==> config.mk <==
export PLATFORM = sky130hd
export DESIGN_NAME = acs_coarse_seek
export DESIGN_NICKNAME = d
export VERILOG_FILES = /design/src/acs_pkg.sv /design/src/acs_coarse_seek.sv
export SDC_FILE = /design/constraint.sdc
export NUM_CORES = 1
export LEC_CHECK = 0
export BUFFER_PORTS_ARGS = -buffer_cell sky130_fd_sc_hd__buf_2
export CAP_MARGIN = 25
export CORE_ASPECT_RATIO = 0.7
export CORE_UTILIZATION = 44
export DETAILED_ROUTE_END_ITERATION = 8
export PLACE_DENSITY = 0.66
export REMOVE_ABC_BUFFERS = 1
export SLEW_MARGIN = 20
export SYNTH_ARGS = -nofsm -noshare
export SYNTH_HDL_FRONTEND = slang
export SYNTH_SLANG_ARGS = --single-unit
==> constraint.sdc <==
create_clock -name clk -period 6.7 [get_ports clk]
set_input_delay 1.34 -clock clk [delete_from_list [all_inputs] [get_ports clk]]
set_output_delay 1.34 -clock clk [all_outputs]
set_load 0.02 [all_outputs]
==> src/acs_pkg.sv <==
// shared constants and types for the actuator coarse seek controller
package acs_pkg;

    // ========================================================
    // clock and timing
    localparam int CLK_MHZ = 100;
    localparam int STEP_GAP_US = 200;
    localparam int STEP_WIDE_US = 1500;
    localparam int FAST_TRACK_US = 20;
    localparam int SLOW_TRACK_US = 40;
    localparam int PWRUP_US = 10;
    localparam int STEP_GAP_CYC = STEP_GAP_US * CLK_MHZ;
    localparam int STEP_WIDE_CYC = STEP_WIDE_US * CLK_MHZ;
    localparam logic [15:0] FAST_TRACK_CYC = 16'(FAST_TRACK_US * CLK_MHZ);
    localparam logic [15:0] SLOW_TRACK_CYC = 16'(SLOW_TRACK_US * CLK_MHZ);
    localparam logic [15:0] PWRUP_CYC = 16'(PWRUP_US * CLK_MHZ);

    // ========================================================
    // seek classification and angle
    localparam logic [10:0] SLEW_MIN_STEPS = 11'h007;
    localparam logic [10:0] ANGLE_ZONE = 11'h003;
    localparam logic [7:0] QUARTER = 8'h40;
    localparam logic [7:0] HALF_QUARTER = 8'h20;

    // ========================================================
    // actuator current codes, offset binary
    localparam logic [7:0] CODE_FULL_OUT = 8'hFF;
    localparam logic [7:0] CODE_ZERO = 8'h80;
    localparam logic [7:0] CODE_FULL_IN = 8'h00;

    // ========================================================
    // register map (word index on reg_addr)
    localparam logic [3:0] REG_CTRL = 4'h0;
    localparam logic [3:0] REG_STATUS = 4'h1;
    localparam logic [3:0] REG_ANGLE = 4'h2;
    localparam logic [3:0] REG_REMAIN = 4'h3;
    localparam int CTRL_PWR_ALLOW = 0;
    localparam logic [15:0] CTRL_RESET = 16'h0001;

    typedef enum logic [2:0] {
        ST_PWRUP, ST_IDLE, ST_COLLECT, ST_SLEW_ACC, ST_SLEW_DEC, ST_STEP, ST_FINE
    } acs_state_t;

    typedef struct packed {
        logic [6:0] rsvd;
        logic power_en;
        logic settled;
        logic angle_mode;
        logic single_chan;
        logic dir_inward;
        logic slew;
        acs_state_t state;
    } acs_status_t;

endpackage

==> src/acs_coarse_seek.sv <==
// coarse seek, track counting, angle settling and actuator drive control
// ========================================================
//
// The register addresses and the address-and-strobe port were left to the implementer.
`timescale 1ns/1ps
module acs_coarse_seek #(
    parameter logic [17:0] GAP_CYC = 18'(acs_pkg::STEP_GAP_CYC),
    parameter logic [17:0] WIDE_CYC = 18'(acs_pkg::STEP_WIDE_CYC)
) (
    input wire logic clk,
    input wire logic sys_rst,
    input wire logic step_pulse,
    input wire logic step_dir_inward,
    input wire logic sample_valid,
    input wire logic signed [7:0] track_phase_first,
    input wire logic signed [7:0] track_phase_second,
    input wire logic fine_done,
    input wire logic [3:0] reg_addr,
    input wire logic [15:0] reg_wdata,
    input wire logic reg_wr,
    input wire logic reg_rd,
    output logic [15:0] reg_rdata,
    output logic [7:0] act_code,
    output logic act_power_en,
    output logic comp_enable,
    output logic coarse_seek,
    output logic fine_request,
    output logic settled_n
);

    // ========================================================
    // helper functions
    function automatic logic [7:0] mag(input logic signed [7:0] v);
        mag = v[7] ? 8'(-v) : 8'(v);
    endfunction

    // quadrant from signs, position inside it from the magnitude difference;
    // cheap stand-in for arctan that relies on the gain loop keeping amplitude steady
    function automatic logic [7:0] angle_of(input logic signed [7:0] a, input logic signed [7:0] b);
        logic signed [9:0] d;
        logic signed [9:0] f;
        logic [7:0] base;
        d = 10'sd0;
        base = 8'h00;
        case ({a[7], b[7]})
            2'b00: begin
                base = 8'h00;
                d = $signed({2'b00, mag(b)}) - $signed({2'b00, mag(a)});
            end
            2'b10: begin
                base = acs_pkg::QUARTER;
                d = $signed({2'b00, mag(a)}) - $signed({2'b00, mag(b)});
            end
            2'b11: begin
                base = 8'(2 * acs_pkg::QUARTER);
                d = $signed({2'b00, mag(b)}) - $signed({2'b00, mag(a)});
            end
            default: begin
                base = 8'(3 * acs_pkg::QUARTER);
                d = $signed({2'b00, mag(a)}) - $signed({2'b00, mag(b)});
            end
        endcase
        f = $signed({2'b00, acs_pkg::HALF_QUARTER}) + (d >>> 2);
        if (f > 10'sd63) begin
            f = 10'sd63;
        end
        angle_of = base + 8'(f);
    endfunction

    // angle error to current: positive error means too far inward, so push outward
    function automatic logic [7:0] drive_of(input logic signed [7:0] e);
        logic signed [8:0] s;
        s = {e, 1'b0};
        if (s > 9'sd127) begin
            s = 9'sd127;
        end
        if (s < -9'sd128) begin
            s = -9'sd128;
        end
        drive_of = 8'(s + 9'sd128);
    endfunction

    function automatic logic [10:0] sat_sub(input logic [10:0] v, input logic [10:0] n);
        sat_sub = (v > n) ? v - n : 11'h000;
    endfunction

    // ========================================================
    // state
    acs_pkg::acs_state_t state_q, state_d;
    logic [15:0] ctrl_q;
    logic [15:0] pwr_cnt_q;
    logic step_prev_q;
    logic [17:0] gap_cnt_q;
    logic [17:0] width_cnt_q;
    logic [10:0] step_cnt_q;
    logic dir_q;
    logic [10:0] remain_q;
    logic [10:0] half_q;
    logic [10:0] travel_q;
    logic single_chan_q;
    logic [15:0] intvl_q;
    logic slew_q;
    logic angle_mode_q;
    logic signed [7:0] prev_first_q;
    logic signed [7:0] prev_second_q;
    logic [7:0] angle_q;
    logic [7:0] ref_q;
    logic [7:0] act_code_q;
    logic power_en_q;
    logic comp_en_q;
    logic coarse_q;
    logic fine_req_q;
    logic settled_n_q;
    logic [15:0] rdata_q;

    // ========================================================
    // step pulse classification
    wire step_rise = step_pulse && !step_prev_q;
    wire step_fall = !step_pulse && step_prev_q;
    wire accept = (state_q == acs_pkg::ST_IDLE) || (state_q == acs_pkg::ST_COLLECT);
    wire lone_wide = step_fall && (step_cnt_q == 11'h001) && (width_cnt_q >= WIDE_CYC);
    wire burst_end = !step_pulse && (gap_cnt_q >= GAP_CYC) && !lone_wide;
    wire go_slew = burst_end && (step_cnt_q >= acs_pkg::SLEW_MIN_STEPS);
    wire go_single = lone_wide || (burst_end && !go_slew);

    // ========================================================
    // track crossings from sample sign changes
    wire zc_first = sample_valid && (track_phase_first[7] != prev_first_q[7]);
    wire zc_second = sample_valid && (track_phase_second[7] != prev_second_q[7]);
    wire slew_run = (state_q == acs_pkg::ST_SLEW_ACC) || (state_q == acs_pkg::ST_SLEW_DEC);
    // each crossing of either phase is one track; first phase alone is every other track
    wire count_both = !single_chan_q && (zc_first || zc_second);
    wire count_one = single_chan_q && zc_first;
    wire counted = slew_run && (count_both || count_one);
    wire [10:0] dec_by = single_chan_q ? 11'h002 : 11'h001;
    wire [10:0] remain_next = counted ? sat_sub(remain_q, dec_by) : remain_q;
    wire [10:0] travel_next = counted ? travel_q + dec_by : travel_q;
    wire to_fast = counted && !single_chan_q && (state_q == acs_pkg::ST_SLEW_ACC)
        && (intvl_q < acs_pkg::FAST_TRACK_CYC);
    // in deceleration a slowing arm or a near target falls back to single-track resolution; near_target does so in both slew states unless to_fast fires too
    wire to_slow = single_chan_q && (state_q == acs_pkg::ST_SLEW_DEC)
        && ((intvl_q > acs_pkg::SLOW_TRACK_CYC) || (remain_q <= 11'h004));
    wire half_done = travel_next >= half_q;
    wire near_target = remain_next <= acs_pkg::ANGLE_ZONE;

    // ========================================================
    // angle regulation
    wire [7:0] angle_now = angle_of(track_phase_first, track_phase_second);
    wire signed [7:0] ang_err = $signed(angle_q - ref_q);
    // done on reaching zero or on passing it between samples
    wire step_reached = dir_q ? !ang_err[7] : ((ang_err == 8'sh00) || ang_err[7]);
    wire [7:0] ref_next = dir_q ? angle_q + acs_pkg::QUARTER : angle_q - acs_pkg::QUARTER;
    // angle mode lines the start up on the nearest track center
    wire [7:0] aligned = (angle_q + acs_pkg::HALF_QUARTER) & ~(acs_pkg::QUARTER - 8'h01);
    wire [7:0] ref_align = dir_q ? aligned + acs_pkg::QUARTER : aligned - acs_pkg::QUARTER;
    wire [7:0] full_code = dir_q ? acs_pkg::CODE_FULL_IN : acs_pkg::CODE_FULL_OUT;
    wire [7:0] rev_code = dir_q ? acs_pkg::CODE_FULL_OUT : acs_pkg::CODE_FULL_IN;

    // ========================================================
    // next state
    always_comb begin
        state_d = state_q;
        case (state_q)
            acs_pkg::ST_PWRUP: begin
                if (pwr_cnt_q >= acs_pkg::PWRUP_CYC) begin
                    state_d = acs_pkg::ST_IDLE;
                end
            end
            acs_pkg::ST_IDLE: begin
                if (step_rise) begin
                    state_d = acs_pkg::ST_COLLECT;
                end
            end
            acs_pkg::ST_COLLECT: begin
                if (go_slew) begin
                    state_d = acs_pkg::ST_SLEW_ACC;
                end else if (go_single) begin
                    state_d = acs_pkg::ST_STEP;
                end
            end
            acs_pkg::ST_SLEW_ACC: begin
                if (near_target) begin
                    state_d = acs_pkg::ST_STEP;
                end else if (half_done) begin
                    state_d = acs_pkg::ST_SLEW_DEC;
                end
            end
            acs_pkg::ST_SLEW_DEC: begin
                if (near_target) begin
                    state_d = acs_pkg::ST_STEP;
                end
            end
            acs_pkg::ST_STEP: begin
                if (remain_q == 11'h000) begin
                    state_d = acs_pkg::ST_FINE;
                end
            end
            acs_pkg::ST_FINE: begin
                if (step_rise) begin
                    state_d = acs_pkg::ST_COLLECT;
                end
            end
            default: state_d = acs_pkg::ST_IDLE;
        endcase
    end

    // ========================================================
    // output decode
    wire seeking = slew_run || (state_q == acs_pkg::ST_STEP) || (state_q == acs_pkg::ST_COLLECT);
    wire pwr_allow = ctrl_q[acs_pkg::CTRL_PWR_ALLOW];
    wire power_en_d = (state_q != acs_pkg::ST_PWRUP) && pwr_allow;
    wire [7:0] code_d = !power_en_d ? acs_pkg::CODE_ZERO
        : (state_d == acs_pkg::ST_SLEW_ACC) ? full_code
        : (state_d == acs_pkg::ST_SLEW_DEC) ? rev_code
        : (state_q == acs_pkg::ST_STEP && state_d == acs_pkg::ST_STEP) ? drive_of(ang_err)
        : acs_pkg::CODE_ZERO;
    wire fine_waiting = (state_q == acs_pkg::ST_FINE) && settled_n_q;
    wire settled_n_d = !((state_q == acs_pkg::ST_FINE) && (fine_done || !settled_n_q)
        && (state_d == acs_pkg::ST_FINE));

    acs_pkg::acs_status_t status;
    assign status = '{rsvd: 7'h00, power_en: power_en_q, settled: !settled_n_q,
        angle_mode: angle_mode_q, single_chan: single_chan_q, dir_inward: dir_q,
        slew: slew_q, state: state_q};
    wire [15:0] rd_mux = (reg_addr == acs_pkg::REG_CTRL) ? ctrl_q
        : (reg_addr == acs_pkg::REG_STATUS) ? 16'(status)
        : (reg_addr == acs_pkg::REG_ANGLE) ? {angle_q, ref_q}
        : (reg_addr == acs_pkg::REG_REMAIN) ? {5'h00, remain_q}
        : 16'h0000;

    // ========================================================
    // step collection
    always_ff @(posedge clk) begin
        if (sys_rst) begin
            step_prev_q <= 1'b0;
            gap_cnt_q <= 18'h00000;
            width_cnt_q <= 18'h00000;
            step_cnt_q <= 11'h000;
            dir_q <= 1'b0;
        end else begin
            step_prev_q <= step_pulse;
            if (accept || state_q == acs_pkg::ST_FINE) begin
                if (step_rise) begin
                    // direction level at the latest step wins
                    dir_q <= step_dir_inward;
                    step_cnt_q <= (state_q == acs_pkg::ST_COLLECT) ? step_cnt_q + 11'h001 : 11'h001;
                    width_cnt_q <= 18'h00000;
                    gap_cnt_q <= 18'h00000;
                end else if (step_pulse) begin
                    width_cnt_q <= (width_cnt_q == 18'h3FFFF) ? width_cnt_q : width_cnt_q + 18'h00001;
                end else if (gap_cnt_q != 18'h3FFFF) begin
                    gap_cnt_q <= gap_cnt_q + 18'h00001;
                end
            end
        end
    end

    // ========================================================
    // seek progress
    always_ff @(posedge clk) begin
        if (sys_rst) begin
            state_q <= acs_pkg::ST_PWRUP;
            pwr_cnt_q <= 16'h0000;
            remain_q <= 11'h000;
            half_q <= 11'h000;
            travel_q <= 11'h000;
            single_chan_q <= 1'b0;
            intvl_q <= 16'h0000;
            slew_q <= 1'b0;
            angle_mode_q <= 1'b0;
            ref_q <= 8'h00;
        end else begin
            state_q <= state_d;
            if (state_q == acs_pkg::ST_PWRUP) begin
                pwr_cnt_q <= pwr_cnt_q + 16'h0001;
            end
            intvl_q <= counted ? 16'h0000 : ((intvl_q == 16'hFFFF) ? intvl_q : intvl_q + 16'h0001);
            if (state_q == acs_pkg::ST_COLLECT && state_d != acs_pkg::ST_COLLECT) begin
                remain_q <= step_cnt_q;
                half_q <= step_cnt_q >> 1;
                travel_q <= 11'h000;
                single_chan_q <= 1'b0;
                slew_q <= go_slew;
                angle_mode_q <= 1'b0;
                ref_q <= ref_next;
            end else if (slew_run) begin
                remain_q <= remain_next;
                travel_q <= travel_next;
                if (to_fast) begin
                    single_chan_q <= 1'b1;
                end else if (to_slow || near_target) begin
                    single_chan_q <= 1'b0;
                end
                if (near_target) begin
                    angle_mode_q <= 1'b1;
                    ref_q <= ref_align;
                end
            end else if (state_q == acs_pkg::ST_STEP && remain_q != 11'h000 && step_reached) begin
                // each finished quarter loads the next reference until none remain
                remain_q <= remain_q - 11'h001;
                ref_q <= ref_next;
            end
        end
    end

    // ========================================================
    // samples, registers and outputs
    always_ff @(posedge clk) begin
        if (sys_rst) begin
            prev_first_q <= 8'sh00;
            prev_second_q <= 8'sh00;
            angle_q <= 8'h00;
            ctrl_q <= acs_pkg::CTRL_RESET;
            rdata_q <= 16'h0000;
            act_code_q <= acs_pkg::CODE_ZERO;
            power_en_q <= 1'b0;
            comp_en_q <= 1'b0;
            coarse_q <= 1'b0;
            fine_req_q <= 1'b0;
            settled_n_q <= 1'b1;
        end else begin
            if (sample_valid) begin
                prev_first_q <= track_phase_first;
                prev_second_q <= track_phase_second;
                angle_q <= angle_now;
            end
            if (reg_wr && reg_addr == acs_pkg::REG_CTRL) begin
                ctrl_q <= reg_wdata & acs_pkg::CTRL_RESET;
            end
            rdata_q <= reg_rd ? rd_mux : 16'h0000;
            act_code_q <= code_d;
            power_en_q <= power_en_d;
            coarse_q <= seeking;
            comp_en_q <= !seeking && power_en_d;
            fine_req_q <= fine_waiting && !fine_done;
            settled_n_q <= settled_n_d;
        end
    end

    assign reg_rdata = rdata_q;
    assign act_code = act_code_q;
    assign act_power_en = power_en_q;
    assign comp_enable = comp_en_q;
    assign coarse_seek = coarse_q;
    assign fine_request = fine_req_q;
    assign settled_n = settled_n_q;

endmodule

==> summary.md <==
| Metric | Value |
|---|---|
| Postcts setup bufs | 0 |
| Avg Cell Area, Syn | 8.22 sq um |
| Clk_skew | 14.2 ps |
| Clock Latency Late Sink | 450 ps |
| Synth area leaders | dfxtp_1 34%, ha_1 7.0%, xor2_1 5.8% |
| RD Place Congestion | 0.918 |
| Hold Path Origin | half_q[5] |
| Top cell type's share of synthesized area | 0.342 |
| Critical Path End | act_code[2] |
| VDD IR max | 0.000199 V |
| Cells after Synth | roughly 1200 |
| Die height | roughly 130 microns |
| Fin. Hold Viols | 0 |
| Internal | 1.72 mW |
| Static leakage | around 4.3 nW |
| Total number of vias | about 8500 |
| Hold Crit Class | reg -> reg |
| Setup violators final | 0 |
| Port bufs | 57 |
| Netlist cell types | 82 |
| Synth Warn # | 0 |
| Switching share of power | 0.264 |
| Pre-antenna DRT Iters | 6 |
| Nets | 1321 |
| Post-Syn Area | 0.00977 sq mm |
| Top-Level Pins | 73 |
| Post-synth EDFFs | 0 |
| Worst Path Arrival | 5220 ps |
| First-pass GRT wire length | roughly 40 mm |
| Max cap viols | 0 |
| Max H-tree Level | 4 |
| Detail Route Antenna Nets | 0 |
| Worst Setup End Kind | flip-flop |
| Post-synth ARST share | 0 |
| Num CTS Buffers | 17 |
| Clock share of power | 0.429 |
| Core Util, Final | 0.499 |
| Top FF cell, synth | dfxtp_1 |
| Hold buffers post-CTS | 0 |
| Floorplan row count | 45 |
| CP Launch Type | flip-flop |
| Cell accounting for the most synthesized area | dfxtp_1 |
| Minimum clock period | 4930 ps |
| FF-to-FF setup slack | 1770 ps |
| Most frequent cells in the layout | 167 x dfxtp_1, 148 x nor2_1, 79 x nand2_1 |
| GR Util All Layers | 0.218 |
| CTS tree | done |
| Comb power frac | 0.133 |
| Power density over the cells | between 200 and 250 mW/mm^2 |
| DR WL/cell | between 15 and 20 microns |
| Placed cell areas | ~0.010 sq mm |
| RSZ-0062 raised after global routing | false |
| Detailed Place HPWL | 17.4 mm |
| Setup TNS | 0 ps |
| Crit-path max FO | 19 |
| Vias/cell | 5.59 |
| Core box area | 0.0217 sq mm |
| Yosys reg bits | 167 |
| P&R area growth vs syn | 11.0% |
| Register-to-Register Path Depth | 16 |
| Post-CTS resize count | 0 |
| Fmax | between 200 and 250 MHz |
| Largest net degree at the start of global routing | 48 |
| Final Max Tran Viols | 0 |
| Post-synthesis sequential area ratio | 0.342 |
| Worst Setup SP | state_q[2] |
| Root buffer cell | clkbuf_16 |
| Layout cell share with drive strength beyond 1 | 0.102 |
| Max-slew headroom | 0.391 |
| P_sw | 0.616 mW |
| Die area | 0.0228 sq mm |
| Number of global-route vias before repair | 7934 |
| DRC | 0 |
| Reg2reg start | state_q[2] |
| Fin crit share | 0.736 |
| CP required | between 6000 and 7000 ps |
| Initial antenna violation count | 0 |
| Area of all placed cells without fillers | 0.0108 sq mm |
| Initial drt markers | 577 |
| Reg clk slew, reported paths | around 70 ps |
| Commonest non-fill, non-tap cell in the layout | dfxtp_1 |
| Initial core utilization | 0.450 |
| Clock tree buffer depth | 2 |
| Grt total ovfl | 0 |
| CP Class | reg -> reg |
| Clk sink count | 167 |
| R2r endpoint | act_code[2] |
| Status | finished clean |
| Flop pwr share | 0.438 |
| Worst Tran Pin Value | 912 ps |
| Die Wd | 180 microns |
| Total Routed Length | about 24 mm |
| # diodes | 0 |
==> metal layers <==
metal | vias to the layer above | wire (microns) | GRT usage
li1 | 4254 | - | -
met1 | 3967 | 11800 | 0.307
met2 | 204 | 10000 | 0.326
met3 | 28 | 1610 | 0.0580
met4 | 0 | 321 | 0.0608
met5 | - | 0 | 0
==> Yosys cell counts, types with 4 or more instances <==
cell,n
nor2b_1,24
o31ai_1,5
nand3_1,42
nor4_1,12
mux2_2,4
nor3_1,24
and3_1,25
clkbuf_1,41
or2_2,7
nand2_1,79
nand4b_1,5
buf_2,6
inv_1,71
and2_1,15
a22oi_1,10
or3_1,16
a211oi_1,19
a22o_1,6
nor3b_1,8
a21oi_1,67
o21ai_1,4
xor2_1,65
xnor2_1,44
nand4_1,21
o21ai_0,46
a21o_1,7
ha_1,55
nor2_1,148
a221oi_1,4
and4_1,7
o31a_1,4
mux2i_1,15
a31oi_1,16
o21a_1,7
nand2b_1,12
dfxtp_1,167
a31o_2,5
==> cell families (layout without fill, tap and decap cells) <==
group | Yosys count | in the layout | share of synthesized area
muxes | 19 | 19 | 0.0200
AOI/OAI and AO/OA | 246 | 246 | 0.171
and+or+nand+nor | 467 | 467 | 0.243
DFF | 167 | 167 | 0.342
adders and majority gates | 58 | 58 | 0.0765
xor gates and xnor gates | 109 | 109 | 0.0977
buffers and inverters | 123 | 165 | 0.0492
==> metrics by stage <==
step / hold WS, ps / cells / power (mW) / worst slack (ps)
floorplan: 427 / 1137 / 1.27 / 2100
global placement: 445 / 1480 / 1.35 / 1450
detailed placement: 457 / 1480 / 1.35 / 1420
CTS: 466 / 1511 / 2.35 / 1820
global route: 492 / 1513 / 2.44 / 1450
finish: 469 / 1513 / 2.34 / 1770
==> power by group through the flow <==
stage / clock [mW] / sequential (mW) / combinational, mW
floorplan: 0 / 1.04 / 0.229
global placement: 0 / 1.05 / 0.302
detailed placement: 0 / 1.05 / 0.307
CTS: 1.02 / 1.02 / 0.309
global route: 1.07 / 1.03 / 0.350
finish: 1.00 / 1.02 / 0.310
==> how the worst min path moves through the flow <==
stage / to / slack [ps] / depth (start not counted)
finish: half_q[5] / 470 / 2
global route: half_q[5] / 490 / 2
CTS: half_q[5] / 470 / 2
detailed placement: half_q[5] / 460 / 2
global placement: half_q[8] / 450 / 2
floorplan: angle_mode_q / 430 / 2
==> state kept, by name, indices dropped and copies added, names as in the netlist, 3 cells and up <==
| signal | cells |
|---|---|
| gap_cnt_q | 18 |
| width_cnt_q | 18 |
| intvl_q | 16 |
| pwr_cnt_q | 16 |
| reg_rdata | 16 |
| remain_q | 11 |
| step_cnt_q | 11 |
| travel_q | 11 |
| half_q | 10 |
| act_code | 8 |
| angle_q | 8 |
| ref_q | 8 |
| state_q | 3 |
==> layout make-up <==
cell class                      count  area, sq um
Tap cell                          282          353
Clock buffer                       21          480
Fill cell                        2067        10900
Sequential cell                   167         3340
Multi-Input combinational cell    899         5950
Timing Repair Buffer               63          338
Clock inverter                     10          116
Inverter                           71          267
==> worst max-delay path, cell delays in order, from the launching register on <==
cell	delay [ps]
dfxtp_1	750
or3b_1	490
a21oi_1	310
nand2_1	90
buf_4	180
nor3b_1	300
and3_1	280
xor2_1	190
ha_1	260
o21a_1	190
a21oi_1	130
o21ai_0	120
a221oi_1	430
a21oi_1	150
a311oi_2	320
nand4bb_1	400
a31oi_1	180
Note: power is estimated with default switching activity, not from simulation.
